--- src/common/ddc_pkg.sv ---
// constants and types shared by the display channel legacy transmitter
// Operation
// - size select picks 256 or 128 byte region
// - pointer wraps to zero past upper limit
// - software feed raises interrupt in ninth bit
// - hardware feed reloads hold byte from buffer
// - byte flag set only legacy software feed
// - enable clear ignores sync and stops transmit
// - clock line fall sets mode switch flag
// - mode flag resets legacy, sticks once switched
// - readable writable eight bit transmit byte register
// - pointer increments after every buffer port access
// - transmit starts on first sync when enabled
// - switch completes within three system clocks
// - sync pulse clocks one bit out
// - nine sync clocks startup, line released
// - legacy mode only transmits, never receives
package ddc_pkg;

  // system clock period
  localparam int CLK_PERIOD_NS = 40;

  // register indices, byte address is four times the index
  localparam logic [7:0] IDX_TX_BYTE = 8'hd5;
  localparam logic [7:0] IDX_POINTER = 8'hd6;
  localparam logic [7:0] IDX_CONTROL = 8'hd7;
  localparam logic [7:0] IDX_BUFFER = 8'hd8;
  localparam logic [7:0] IDX_IRQ_MASK = 8'hd9;

  // channel control field positions
  localparam int BIT_SIZE = 6;
  localparam int BIT_SWFEED = 5;
  localparam int BIT_BYTE_IRQ = 3;
  localparam int BIT_ENABLE = 2;
  localparam int BIT_SWITCH_IRQ = 1;
  localparam int BIT_MODE = 0;

  // reset values
  localparam logic [7:0] RST_TX_BYTE = 8'h00;
  localparam logic [7:0] RST_POINTER = 8'h00;
  localparam logic [7:0] RST_IRQ_MASK = 8'h00;

  // pointer limits for the two region sizes
  localparam logic [7:0] LIMIT_SMALL = 8'h7f;
  localparam logic [7:0] LIMIT_LARGE = 8'hff;
  localparam logic [7:0] WRAP_ADDR = 8'h00;

  // link framing
  localparam int SYNC_CLOCKS = 9;
  localparam logic [2:0] LAST_BIT = 3'h7;

  // timing figures
  localparam int MODE_SWITCH_MAX_CLK = 3;
  localparam int FEED_DEADLINE_US = 40;
  localparam int FEED_DEADLINE_CLK = FEED_DEADLINE_US * 1000 / CLK_PERIOD_NS;

  // bus answer
  localparam logic HRESP_OKAY = 1'b0;

  // transmitter states, one-hot
  typedef enum logic [3:0] {
    ST_IDLE = 4'h1,
    ST_SYNC = 4'h2,
    ST_SHIFT = 4'h4,
    ST_GAP = 4'h8
  } tx_state_t;

endpackage

--- src/display_channel_legacy_tx_mode_detect.sv ---
// legacy sync-clocked edid transmitter with host mode detection
//
// The AHB-Lite register port is this design's own decision.
`timescale 1ns/1ns
module display_channel_legacy_tx_mode_detect #(
  parameter int SYNC_CLOCKS = ddc_pkg::SYNC_CLOCKS
) (
  // clock and reset
  input wire logic clk,
  input wire logic resetn,
  // ahb-lite slave
  input wire logic hsel,
  input wire logic [31:0] haddr,
  input wire logic [1:0] htrans,
  input wire logic hwrite,
  input wire logic [2:0] hsize,
  input wire logic [31:0] hwdata,
  input wire logic hready,
  output logic hreadyout,
  output logic hresp,
  output logic [31:0] hrdata,
  // host link pins
  input wire logic vsync_pin,
  input wire logic host_clock_line_pin,
  output logic data_line_out,
  output logic data_line_oe_n,
  // interrupt
  output logic irq
);
  import ddc_pkg::*;

  // synchronised pins and edge history
  logic [1:0] pins_sync; // {vsync, host clock line}
  logic vsync_s; // vsync after two flops
  logic scl_s; // host clock line after two flops
  logic vsync_prev; // last synchronised vsync
  logic scl_prev; // last synchronised clock line
  logic vs_rise; // one bit period starts
  logic scl_fall; // host announces the newer protocol

  // channel control fields
  logic edid_size_select;
  logic software_feed_enable;
  logic byte_feed_irq_flag;
  logic legacy_tx_enable;
  logic mode_switch_irq_flag;
  logic channel_mode_flag; // 0 legacy, 1 newer protocol

  // other registers
  logic [7:0] legacy_tx_byte; // hold register of the transmitter
  logic [7:0] edid_pointer; // post-incrementing buffer address
  logic [7:0] irq_mask; // same layout as the flag bits

  // bus phase tracking
  logic ph_valid; // a data phase is in progress
  logic ph_write; // that data phase is a write
  logic [7:0] ph_index; // register index of that data phase
  logic rd_wait; // second cycle of a read data phase
  logic addr_accept; // address phase taken this edge
  logic [7:0] addr_index;
  logic wr_now; // write data phase, zero wait
  logic rd_first; // first read data cycle, wait state
  logic [7:0] control_rd; // control register as read back

  // buffer port and pointer
  logic sw_buf_write;
  logic sw_buf_read_inc;
  logic hw_issue; // hardware fetch owns the memory port
  logic ptr_inc;
  logic [7:0] ptr_limit;
  logic [7:0] next_pointer;
  logic [7:0] ram_rdata;
  logic fetch_req; // hold register wants a byte from the buffer
  logic fetch_cap; // buffer byte arrives this cycle

  // transmitter
  tx_state_t state;
  logic [3:0] sync_cnt; // sync clocks seen during startup
  logic [2:0] bit_cnt; // bit of the byte on the line
  logic [7:0] shift; // msb drives the data line
  logic active; // legacy mode enabled and not switched
  logic start_event;
  logic gap_event; // ninth bit period begins

  // write strobes
  logic wr_tx_byte;
  logic wr_pointer;
  logic wr_control;
  logic wr_mask;
  logic clr_byte_flag;
  logic clr_switch_flag;

  // pins pass two flops before anything looks at them
  bit_sync #(.W(2)) u_pin_sync (
    .clk(clk),
    .resetn(resetn),
    .d({vsync_pin, host_clock_line_pin}),
    .q(pins_sync)
  );

  assign vsync_s = pins_sync[1];
  assign scl_s = pins_sync[0];

  // edge history; reset at zero so a line idling high gives no false fall
  always_ff @(posedge clk) begin
    if (!resetn) begin
      vsync_prev <= 1'b0;
      scl_prev <= 1'b0;
    end else begin
      vsync_prev <= vsync_s;
      scl_prev <= scl_s;
    end
  end

  assign vs_rise = vsync_s & ~vsync_prev;
  assign scl_fall = ~scl_s & scl_prev;

  // bus decode: reads take one wait state so buffer data can be registered
  assign addr_accept = hsel & hready & htrans[1];
  assign addr_index = haddr[9:2];
  assign wr_now = ph_valid & ph_write;
  assign rd_first = ph_valid & ~ph_write & ~rd_wait;
  assign hreadyout = ~rd_first;
  assign hresp = HRESP_OKAY;

  // data phase bookkeeping, held while the bus is stalled
  always_ff @(posedge clk) begin
    if (!resetn) begin
      ph_valid <= 1'b0;
      ph_write <= 1'b0;
      ph_index <= 8'h00;
    end else if (hready) begin
      ph_valid <= addr_accept;
      ph_write <= hwrite;
      ph_index <= addr_index;
    end
  end

  // wait state marker
  always_ff @(posedge clk) begin
    if (!resetn) begin
      rd_wait <= 1'b0;
    end else begin
      rd_wait <= rd_first;
    end
  end

  // write strobes land in the write data phase
  assign wr_tx_byte = wr_now & (ph_index == IDX_TX_BYTE);
  assign wr_pointer = wr_now & (ph_index == IDX_POINTER);
  assign wr_control = wr_now & (ph_index == IDX_CONTROL);
  assign wr_mask = wr_now & (ph_index == IDX_IRQ_MASK);
  assign clr_byte_flag = wr_control & hwdata[BIT_BYTE_IRQ];
  assign clr_switch_flag = wr_control & hwdata[BIT_SWITCH_IRQ];

  // memory port: the pointer is always the address, so every access moves it
  assign sw_buf_write = wr_now & (ph_index == IDX_BUFFER);
  assign sw_buf_read_inc = rd_first & (ph_index == IDX_BUFFER);
  // hardware waits for an idle bus; back-to-back traffic can delay it
  assign hw_issue = fetch_req & ~addr_accept & ~ph_valid;
  assign ptr_inc = sw_buf_write | sw_buf_read_inc | hw_issue;

  assign ptr_limit = edid_size_select ? LIMIT_LARGE : LIMIT_SMALL;
  assign next_pointer = (edid_pointer == ptr_limit) ? WRAP_ADDR :
                        edid_pointer + 8'h01;

  edid_ram #(.AW(8), .DW(8)) u_buffer (
    .clk(clk),
    .resetn(resetn),
    .we(sw_buf_write),
    .addr(edid_pointer),
    .wdata(hwdata[7:0]),
    .rdata(ram_rdata)
  );

  // pointer: software loads it, every buffer access bumps it
  always_ff @(posedge clk) begin
    if (!resetn) begin
      edid_pointer <= RST_POINTER;
    end else if (wr_pointer) begin
      edid_pointer <= hwdata[7:0];
    end else if (ptr_inc) begin
      edid_pointer <= next_pointer;
    end
  end

  // control fields that software owns
  always_ff @(posedge clk) begin
    if (!resetn) begin
      edid_size_select <= 1'b0;
      software_feed_enable <= 1'b0;
      legacy_tx_enable <= 1'b0;
    end else if (wr_control) begin
      edid_size_select <= hwdata[BIT_SIZE];
      software_feed_enable <= hwdata[BIT_SWFEED];
      legacy_tx_enable <= hwdata[BIT_ENABLE];
    end
  end

  // interrupt mask, only the two flag positions exist
  always_ff @(posedge clk) begin
    if (!resetn) begin
      irq_mask <= RST_IRQ_MASK;
    end else if (wr_mask) begin
      irq_mask <= 8'h00;
      irq_mask[BIT_BYTE_IRQ] <= hwdata[BIT_BYTE_IRQ];
      irq_mask[BIT_SWITCH_IRQ] <= hwdata[BIT_SWITCH_IRQ];
    end
  end

  // mode flag: cleared only by reset, which stands for power-on
  always_ff @(posedge clk) begin
    if (!resetn) begin
      channel_mode_flag <= 1'b0;
    end else if (scl_fall) begin
      channel_mode_flag <= 1'b1;
    end
  end

  // switch flag: a fall in the clearing cycle still sets it
  always_ff @(posedge clk) begin
    if (!resetn) begin
      mode_switch_irq_flag <= 1'b0;
    end else if (scl_fall & ~channel_mode_flag) begin
      mode_switch_irq_flag <= 1'b1;
    end else if (clr_switch_flag) begin
      mode_switch_irq_flag <= 1'b0;
    end
  end

  // transmitter events; the newer protocol always wins
  assign active = legacy_tx_enable & ~channel_mode_flag;
  assign start_event = active & vs_rise & (state == ST_IDLE);
  assign gap_event = active & vs_rise & (state == ST_SHIFT) &
                     (bit_cnt == LAST_BIT);

  // byte flag: set wins over a clear in the same cycle
  always_ff @(posedge clk) begin
    if (!resetn) begin
      byte_feed_irq_flag <= 1'b0;
    end else if (gap_event & software_feed_enable) begin
      byte_feed_irq_flag <= 1'b1;
    end else if (clr_byte_flag) begin
      byte_feed_irq_flag <= 1'b0;
    end
  end

  // hardware feed: ask for a byte at start-up and at each ninth bit
  always_ff @(posedge clk) begin
    if (!resetn) begin
      fetch_req <= 1'b0;
    end else if ((start_event | gap_event) & ~software_feed_enable) begin
      fetch_req <= 1'b1;
    end else if (hw_issue) begin
      fetch_req <= 1'b0;
    end
  end

  // fetched byte comes out of the memory register a cycle later
  always_ff @(posedge clk) begin
    if (!resetn) begin
      fetch_cap <= 1'b0;
    end else begin
      fetch_cap <= hw_issue;
    end
  end

  // hold register; a software write beats a colliding fetch
  always_ff @(posedge clk) begin
    if (!resetn) begin
      legacy_tx_byte <= RST_TX_BYTE;
    end else if (wr_tx_byte) begin
      legacy_tx_byte <= hwdata[7:0];
    end else if (fetch_cap) begin
      legacy_tx_byte <= ram_rdata;
    end
  end

  // transmitter walks on vsync rising edges; the line is never sampled
  always_ff @(posedge clk) begin
    if (!resetn) begin
      state <= ST_IDLE;
      sync_cnt <= 4'h0;
      bit_cnt <= 3'h0;
      shift <= 8'h00;
      data_line_oe_n <= 1'b1;
    end else if (!active) begin
      state <= ST_IDLE;
      data_line_oe_n <= 1'b1;
    end else if (vs_rise) begin
      case (state)
        ST_IDLE: begin
          state <= ST_SYNC;
          sync_cnt <= 4'h0;
          data_line_oe_n <= 1'b1;
        end
        ST_SYNC: begin
          // line stays released for the whole startup
          if (sync_cnt == 4'(SYNC_CLOCKS - 1)) begin
            state <= ST_SHIFT;
            shift <= legacy_tx_byte;
            bit_cnt <= 3'h0;
            data_line_oe_n <= 1'b0;
          end else begin
            sync_cnt <= sync_cnt + 4'h1;
          end
        end
        ST_SHIFT: begin
          if (bit_cnt == LAST_BIT) begin
            state <= ST_GAP;
            data_line_oe_n <= 1'b1;
          end else begin
            shift <= {shift[6:0], 1'b0};
            bit_cnt <= bit_cnt + 3'h1;
          end
        end
        ST_GAP: begin
          // software had this whole period to refill the hold byte
          state <= ST_SHIFT;
          shift <= legacy_tx_byte;
          bit_cnt <= 3'h0;
          data_line_oe_n <= 1'b0;
        end
        default: begin
          state <= ST_IDLE;
          data_line_oe_n <= 1'b1;
        end
      endcase
    end
  end

  assign data_line_out = shift[7];

  // read data register, loaded in the wait state
  assign control_rd = {1'b0, edid_size_select, software_feed_enable, 1'b0,
                       byte_feed_irq_flag, legacy_tx_enable,
                       mode_switch_irq_flag, channel_mode_flag};

  always_ff @(posedge clk) begin
    if (!resetn) begin
      hrdata <= 32'h0000_0000;
    end else if (rd_first) begin
      case (ph_index)
        IDX_TX_BYTE: hrdata <= {24'h00_0000, legacy_tx_byte};
        IDX_POINTER: hrdata <= {24'h00_0000, edid_pointer};
        IDX_CONTROL: hrdata <= {24'h00_0000, control_rd};
        IDX_BUFFER: hrdata <= {24'h00_0000, ram_rdata};
        IDX_IRQ_MASK: hrdata <= {24'h00_0000, irq_mask};
        default: hrdata <= 32'h0000_0000;
      endcase
    end
  end

  // one level interrupt for both flags
  assign irq = (byte_feed_irq_flag & irq_mask[BIT_BYTE_IRQ]) |
               (mode_switch_irq_flag & irq_mask[BIT_SWITCH_IRQ]);

  property p_switch_time;
    @(posedge clk) disable iff (!resetn)
    ($fell(host_clock_line_pin) && !channel_mode_flag) |->
      ##[1:3] channel_mode_flag;
  endproperty
  a_switch_time: assert property (p_switch_time)
    else $error("mode switch slower than three clocks");

  property p_mode_sticky;
    @(posedge clk) disable iff (!resetn)
    channel_mode_flag |=> channel_mode_flag;
  endproperty
  a_mode_sticky: assert property (p_mode_sticky)
    else $error("mode flag left the switched state");

  property p_switch_flag;
    @(posedge clk) disable iff (!resetn)
    $rose(channel_mode_flag) |-> mode_switch_irq_flag;
  endproperty
  a_switch_flag: assert property (p_switch_flag)
    else $error("switch flag not set with mode change");

  property p_disabled_quiet;
    @(posedge clk) disable iff (!resetn)
    (!legacy_tx_enable) [*2] |-> data_line_oe_n && (state == ST_IDLE);
  endproperty
  a_disabled_quiet: assert property (p_disabled_quiet)
    else $error("transmitter active while disabled");

  property p_byte_flag_cause;
    @(posedge clk) disable iff (!resetn)
    $rose(byte_feed_irq_flag) |->
      $past(software_feed_enable) && !$past(channel_mode_flag);
  endproperty
  a_byte_flag_cause: assert property (p_byte_flag_cause)
    else $error("byte flag set outside software feed");

  property p_ninth_irq;
    @(posedge clk) disable iff (!resetn)
    (gap_event && software_feed_enable) |=>
      byte_feed_irq_flag && (state == ST_GAP);
  endproperty
  a_ninth_irq: assert property (p_ninth_irq)
    else $error("no byte interrupt at ninth bit");

  property p_wrap;
    @(posedge clk) disable iff (!resetn)
    (ptr_inc && !wr_pointer && (edid_pointer == ptr_limit)) |=>
      (edid_pointer == WRAP_ADDR);
  endproperty
  a_wrap: assert property (p_wrap)
    else $error("pointer did not wrap at the limit");

  property p_increment;
    @(posedge clk) disable iff (!resetn)
    (ptr_inc && !wr_pointer && (edid_pointer != ptr_limit)) |=>
      (edid_pointer == $past(edid_pointer) + 8'h01);
  endproperty
  a_increment: assert property (p_increment)
    else $error("pointer did not step by one");

  property p_sync_released;
    @(posedge clk) disable iff (!resetn)
    (state == ST_SYNC) || (state == ST_GAP) |-> data_line_oe_n;
  endproperty
  a_sync_released: assert property (p_sync_released)
    else $error("data line driven during startup or ninth bit");

endmodule

--- src/bit_sync.sv ---
// two flip-flop synchroniser for a group of pin levels
`timescale 1ns/1ns
module bit_sync #(
  parameter int W = 1
) (
  // clock and reset
  input wire logic clk,
  input wire logic resetn,
  // asynchronous levels in, synchronised levels out
  input wire logic [W-1:0] d,
  output logic [W-1:0] q
);

  logic [W-1:0] stage1; // first stage, read only by q

  // both stages run every edge; only q is seen by logic
  always_ff @(posedge clk) begin
    if (!resetn) begin
      stage1 <= '0;
      q <= '0;
    end else begin
      stage1 <= d;
      q <= stage1;
    end
  end

endmodule

--- src/edid_ram.sv ---
// single port buffer memory with registered read data
`timescale 1ns/1ns
module edid_ram #(
  parameter int AW = 8,
  parameter int DW = 8
) (
  // clock and reset
  input wire logic clk,
  input wire logic resetn,
  // one port, address shared by read and write
  input wire logic we,
  input wire logic [AW-1:0] addr,
  input wire logic [DW-1:0] wdata,
  output logic [DW-1:0] rdata
);

  logic [DW-1:0] mem [0:(1<<AW)-1]; // contents are not reset

  // write port
  always_ff @(posedge clk) begin
    if (we) begin
      mem[addr] <= wdata;
    end
  end

  // read data one cycle after the address, from a register
  always_ff @(posedge clk) begin
    if (!resetn) begin
      rdata <= '0;
    end else begin
      rdata <= mem[addr];
    end
  end

endmodule

--- config.mk ---
export PLATFORM = sky130hd
export DESIGN_NAME = display_channel_legacy_tx_mode_detect
export DESIGN_NICKNAME = d
export VERILOG_FILES = /design/src/common/ddc_pkg.sv /design/src/display_channel_legacy_tx_mode_detect.sv /design/src/bit_sync.sv /design/src/edid_ram.sv
export SDC_FILE = /design/constraint.sdc
export NUM_CORES = 2
export LEC_CHECK = 0
export BUFFER_PORTS_ARGS = -buffer_cell sky130_fd_sc_hd__buf_4
export CORE_MARGIN = 2
export CORE_UTILIZATION = 23
export DETAILED_ROUTE_END_ITERATION = 12
export GPL_TIMING_DRIVEN = 0
export PLACE_DENSITY = 0.38
export SETUP_SLACK_MARGIN = 0.3
export SLEW_MARGIN = 20
export SYNTH_ARGS = -nofsm -noshare
export SYNTH_HDL_FRONTEND = slang
export SYNTH_SLANG_ARGS = --single-unit
--- constraint.sdc ---
create_clock -name clk -period 7.1 [get_ports clk]
set_clock_uncertainty 0.2 [all_clocks]
set_input_delay 0.355 -clock clk [delete_from_list [all_inputs] [get_ports clk]]
set_output_delay 0.355 -clock clk [all_outputs]
set_load 0.05 [all_outputs]
Word level (Yosys, flattened, before mapping)
Memory sizes are Yosys's and may differ from the RTL's. A register that Yosys moved wholly into a read port is not among the register bits.
Index checks and enable logic that the tools add are counted.
{"block": "op_classes", "mux": 29, "bitwise_logic": 40, "n_addsub": 3, "n_eq_ne": 16, "n_reduce_logical": 12}
{"cell": "$mux W8", "n": 8}
{"cell": "$eq A8 B8 Y1 const B", "n": 5}
{"cell": "$pmux W8 S5", "n": 1}
{"cell": "$and A1 B1 Y1", "n": 27}
{"cell": "$pmux W8 S3", "n": 1}
{"cell": "$pmux W4 S4", "n": 1}
{"cell": "$mux W4", "n": 3}
{"cell": "$reduce_bool A2 Y1", "n": 6}
{"cell": "$mux W1", "n": 10}
{"cell": "$not A1 Y1", "n": 9}
{"cell": "$pmux W3 S3", "n": 1}
{"cell": "$add A8 B1 Y8 const B", "n": 1}
{"cell": "$eq A4 B4 Y1 const B", "n": 2}
{"cell": "$eq A8 B8 Y1", "n": 1}
{"cell": "$pmux W4 S2", "n": 1}
{"cell": "$mux W3", "n": 2}
{"cell": "$ne A2 B2 Y1 const B", "n": 3}
{"cell": "$reduce_and A5 Y1", "n": 1}
{"cell": "$add A4 B1 Y4 const B", "n": 1}
{"cell": "$eq A4 B1 Y1 const B", "n": 1}
{"cell": "$eq A4 B2 Y1 const B", "n": 1}
{"cell": "$eq A4 B3 Y1 const B", "n": 1}
{"cell": "$or A1 B1 Y1", "n": 4}
{"cell": "$reduce_and A4 Y1", "n": 1}
{"cell": "8 further kinds", "n": 8}
{"block": "totals", "regBits": 95, "mem_count": 1, "mem_bits_rw": 2048, "word_cells": 126}
{"name": "u_buffer.mem", "depth": 256, "width": 8, "rd": 1, "rd_clocked_by_memory_dff": 1, "wr": 1, "line": "edid_ram.sv:17", "source": "logic [DW-1:0] mem [0:(1<<AW)-1];"}

Longest topological paths before layout
{"block": "logic_depth", "ltp_word": 8, "depth_mapped": 13, "mapped_depth_nobuf": 8}

By module
From an unflattened synthesis, not the netlist that was laid out.
{"block": "hier_totals", "hier_cells": 4313, "area_unflattened_um2": 83981.8}
{"module": "edid_ram", "area_per_inst_um2": 80320.8, "instances": 1, "cells_each": 3897}
{"module": "display_channel_legacy_tx_mode_detect", "area_per_inst_um2": 3555.9, "instances": 1, "cells_each": 408}
{"module": "bit_sync", "area_per_inst_um2": 105.1, "instances": 1, "cells_each": 8}

Worst setup path after synthesis
OpenSTA, ideal clock, no wires.
{"block": "synth_path", "kind": "flip-flop to flip-flop", "startpoint": "register edid_pointer[0]", "endpoint": "memory u_buffer.mem[222][0] (enable)", "path_slack_ns": 3.987, "setup_time_ns": 0.370, "synth_period_minus_slack_ns": 3.113, "arrival_time_ns": 2.542, "stages_incl_launch_ff": 13, "cell_sequence": "dfxtp_1 buf_6 buf_6 buf_6 buf_6 buf_6 inv_2 buf_2 ha_1 and3_1 nand2_1 clkbuf_1 nor2_1"}
{"item": "from (decl)", "line": "display_channel_legacy_tx_mode_detect.sv:51", "source": "logic [7:0] edid_pointer;"}
{"item": "from (signal assigned)", "line": "display_channel_legacy_tx_mode_detect.sv:181", "source": "edid_pointer <= hwdata[7:0];"}
{"item": "from (signal assigned)", "line": "display_channel_legacy_tx_mode_detect.sv:183", "source": "edid_pointer <= next_pointer;"}
{"item": "to (decl)", "line": "edid_ram.sv:17"}
Straight into the memory's write port.

Worst setup path in the final report
{"block": "layout_path", "startpoint": "register edid_pointer[3]", "endpoint": "memory u_buffer.mem[153][0] (enable)"}
Straight into the memory's write port.

==> summary.txt <==
Die
  • CORE AREA: 0.362 sq mm
  • Die Footprint: 0.368 sq mm
  • Die W: 607 microns
  • Floorplan die height: 607 microns
  • Initial core utilization: 23.1%
  • Site Rows: 221
  • IO Count: 113

Yosys
  • Post-Synth XOR/XNOR Area: 0.0419%
  • Compound-Gate Fraction of Synth Area: 4.07%
  • Syn avg cell area: 19.4 sq um
  • Register area share after synthesis: 75.5%
  • Asr flop ratio synth: 0%
  • Yosys reg bits: 2127
  • Mux share of post-synthesis cell area: 14.3%
  • Synth Cell Area: 0.0835 sq mm
  • Synthesized netlist cell count: 4314
  • Top_reg_cell synth: edfxtp_1
  • Synth unique cells: 67
  • Number of synthesized flops with an enable pin: 2048
  • Simple-gate share of the synthesized area: 3.72%
  • Largest family of logic cells by synthesized area: multiplexers
  • Fraction of the mapped netlist area in adder cells: 0.120%
  • Total number of yosys warnings: 0

Worst setup path
  • Critical path class: register to register
  • FF-to-FF setup slack: 0.99 ns
  • CP startpoint kind: register
  • Crit-path max FO: 10
  • Critical Path AT: 6.40 ns
  • Setup crit end kind: register
  • Required @ worst endpoint: 7.39 ns

STA
  • Max-slew violations: 0
  • F_max: 0.164 GHz
  • Worst Tran Pin Value: 1.33 ns
  • RSZ-0062 raised after global routing: false
  • Final setup fails: 0
  • Hold Fails Final Rpt: 0
  • Crit share post-route: 86.1%
  • Sum Neg Setup Slack: 0 ns
  • Slew margin rel.: 9.74%
  • Final min period: 6.11 ns
  • Hold_ws: 0.0731 ns

Global routing
  • Vias in the first global route: 44800
  • First-pass GRT wire length: 395000 microns
  • Total GRT Usage: 15.6%
  • Initial antenna violation count: 31
  • Total gr overflow: 0
  • Largest net degree at the start of global routing: 117

CTS
  • Cts hold-fix bufs: 32
  • Clk Latency, worst-skew pair: 0.90 ns
  • Clock tree sinks: 2127
  • CTS tree: done
  • CTS resizes: 0
  • CTS Root Cell: clkbuf_16
  • Setup Fix Bufs, Post-CTS: 0
  • Clk pin slew, worst setup/hold paths: 0.06 ns
  • TritonCTS Buffers: 242
  • H-tree Lvls: 4
  • CTS Buffer Depth: 4

Placement
  • Buffers added on ports: 35
  • Routability cong.: 0.830
  • Dpl hpwl: 201000 microns

Cells and area
  • Most common cell after layout, fill and taps aside: edfxtp_1
  • Total Nets Final: 4772
  • Post-layout util: 27.3%
  • Layout area overhead: 18.3%
  • Share of cells above drive strength 1: 20.8%
  • Fillcell total: 36200
  • Most frequent cells in the layout: edfxtp_1, mux4_2, nor2_1

Pwr
  • Part of the power in registers: 52.6%
  • Sw frac: 20.9%
  • Leak pwr: 29.3 nW
  • Clk pwr share: 46.0%
  • PwrDens: 265 mW/mm^2
  • Logic pwr share: 1.4%
  • Worst vdd ir: 0.000208 V
  • NetSw: 0.00547 W
  • Pint: 0.0207 W

Detailed routing
  • DRC: 0
  • Initial DRC count: 4693
  • Detailed-route wire length: 292000 microns
  • Vias/cell: 4.59
  • Antenna Nets Post-Route: 0
  • Routed len/inst: 30.1 microns
  • Pre-Repair DR Iteration Count: 7
  • DR vias: 44500

Flow run
  • MaxCap Viol Count: 0

Worst hold path
  • Hold Crit Class: input port to register

Run status
  • Outcome: complete, no violations
per-stage QoR:
stage	instances	area, sq um	worst slack, ns	power [W]
final	9685	98900	0.989	0.0262
after global routing	9683	98800	0.888	0.0269
after detailed placement	9206	91000	0.927	0.0144
after floorplan	4338	83600	3.99	0.0141
after global placement	9167	89900	-0.230	0.0144
after CTS	9681	98800	0.912	0.0265
metal layers:
metal,wire length (microns),GRT usage (%),up-vias
met5,37,0,-
met4,8340,4.43,6
met3,14800,2.32,376
met2,137000,25.2,1413
met1,131000,21.7,24200
li1,-,-,18500
cell usage after synthesis (all sizes together) (3+ instances only):
cell type,count,share of area [%]
edfxtp,2048,74
ha,8,0.12
nand3,68,0.41
nor2,350,1.6
o221ai,8,0.084
and2,9,0.067
nor3,37,0.22
nand2,145,0.65
clkbuf,110,0.51
a221o,8,0.096
o22ai,28,0.21
a22o,3,0.031
mux4,400,11
nand3b,3,0.027
nor2b,10,0.075
mux2,6,0.081
a221oi,78,0.87
o21ai,48,0.29
nand4,16,0.12
or3,10,0.076
dfxtp,79,1.9
o211ai,28,0.25
o311ai,9,0.094
or2,6,0.045
a211oi,18,0.16
a22oi,124,1.1
mux2i,284,3.4
and3,21,0.16
a31oi,16,0.12
nor4,12,0.090
a222oi,4,0.048
or4,7,0.063
nand2b,11,0.082
a2111oi,9,0.15
a21oi,78,0.47
buf,181,1.6
inv,12,0.054
final timing paths:
check | startpoint | endpoint | depth (start not counted)
worst max-delay path | edid_pointer[3] | u_buffer.mem[153][0] | 10
worst min-delay path | hready | fetch_cap | 4
worst max register to register | edid_pointer[3] | u_buffer.mem[153][0] | 10
worst min register to register | u_pin_sync.stage1[1] | u_pin_sync.q[1] | 1
registers in the layout, summed over array words and instances, names as in the netlist, 2 cells and up:
| name | cells |
|---|---|
| legacy_tx_byte | 8 |
| u_buffer.rdata | 8 |
| u_buffer.mem | 2048 |
| shift | 8 |
| u_pin_sync.stage1 | 2 |
| u_pin_sync.q | 2 |
| irq_mask | 2 |
| hrdata | 8 |
| sync_cnt | 4 |
| state | 4 |
| edid_pointer | 8 |
| bit_cnt | 3 |
| ph_index | 8 |
critical path, cell delays in order (launching register included):
cell and delay (ns):
dfxtp_1 0.31, buf_2 0.32, inv_1 0.23, clkbuf_1 0.41, clkbuf_1 0.40, nor2_1 0.74, clkbuf_1 0.65, nand2_1 0.81
clkbuf_2 0.58, buf_16 0.29, nor2_1 0.69
logic make-up after synthesis:
| logic type | count (synthesis) |
|---|---|
| AO/OA/AOI/OAI | 468 |
| XOR/XNOR | 4 |
| adder cells (fa/ha/maj) | 8 |
| buffers and inverters | 305 |
| flip-flops | 2127 |
| multiplexers | 690 |
| other | 1 |
| AND/OR/NAND/NOR | 711 |
power by group through the flow:
stage	clock network [W]	registers, W	logic (W)
global route	0.0128	0.0137	0.000402
CTS	0.0123	0.0138	0.000384
global placement	0	0.0141	0.000313
finish	0.0120	0.0138	0.000375
floorplan	0	0.0140	0.0000617
detailed placement	0	0.0140	0.000369
cell type report:
class	instances	area (sq um)	area share (%)
antenna	4	10.0	0.0101
buffer	291	1800	1.82
clock buffer	307	6360	6.43
clock inverter	136	1120	1.13
inverter	14	52.6	0.0532
multi-input combinational	1906	18800	19.0
sequential	2127	63100	63.8
tap	4794	6000	6.07
timing repair buffer	106	1650	1.67
(Power assumes the default switching activity.)
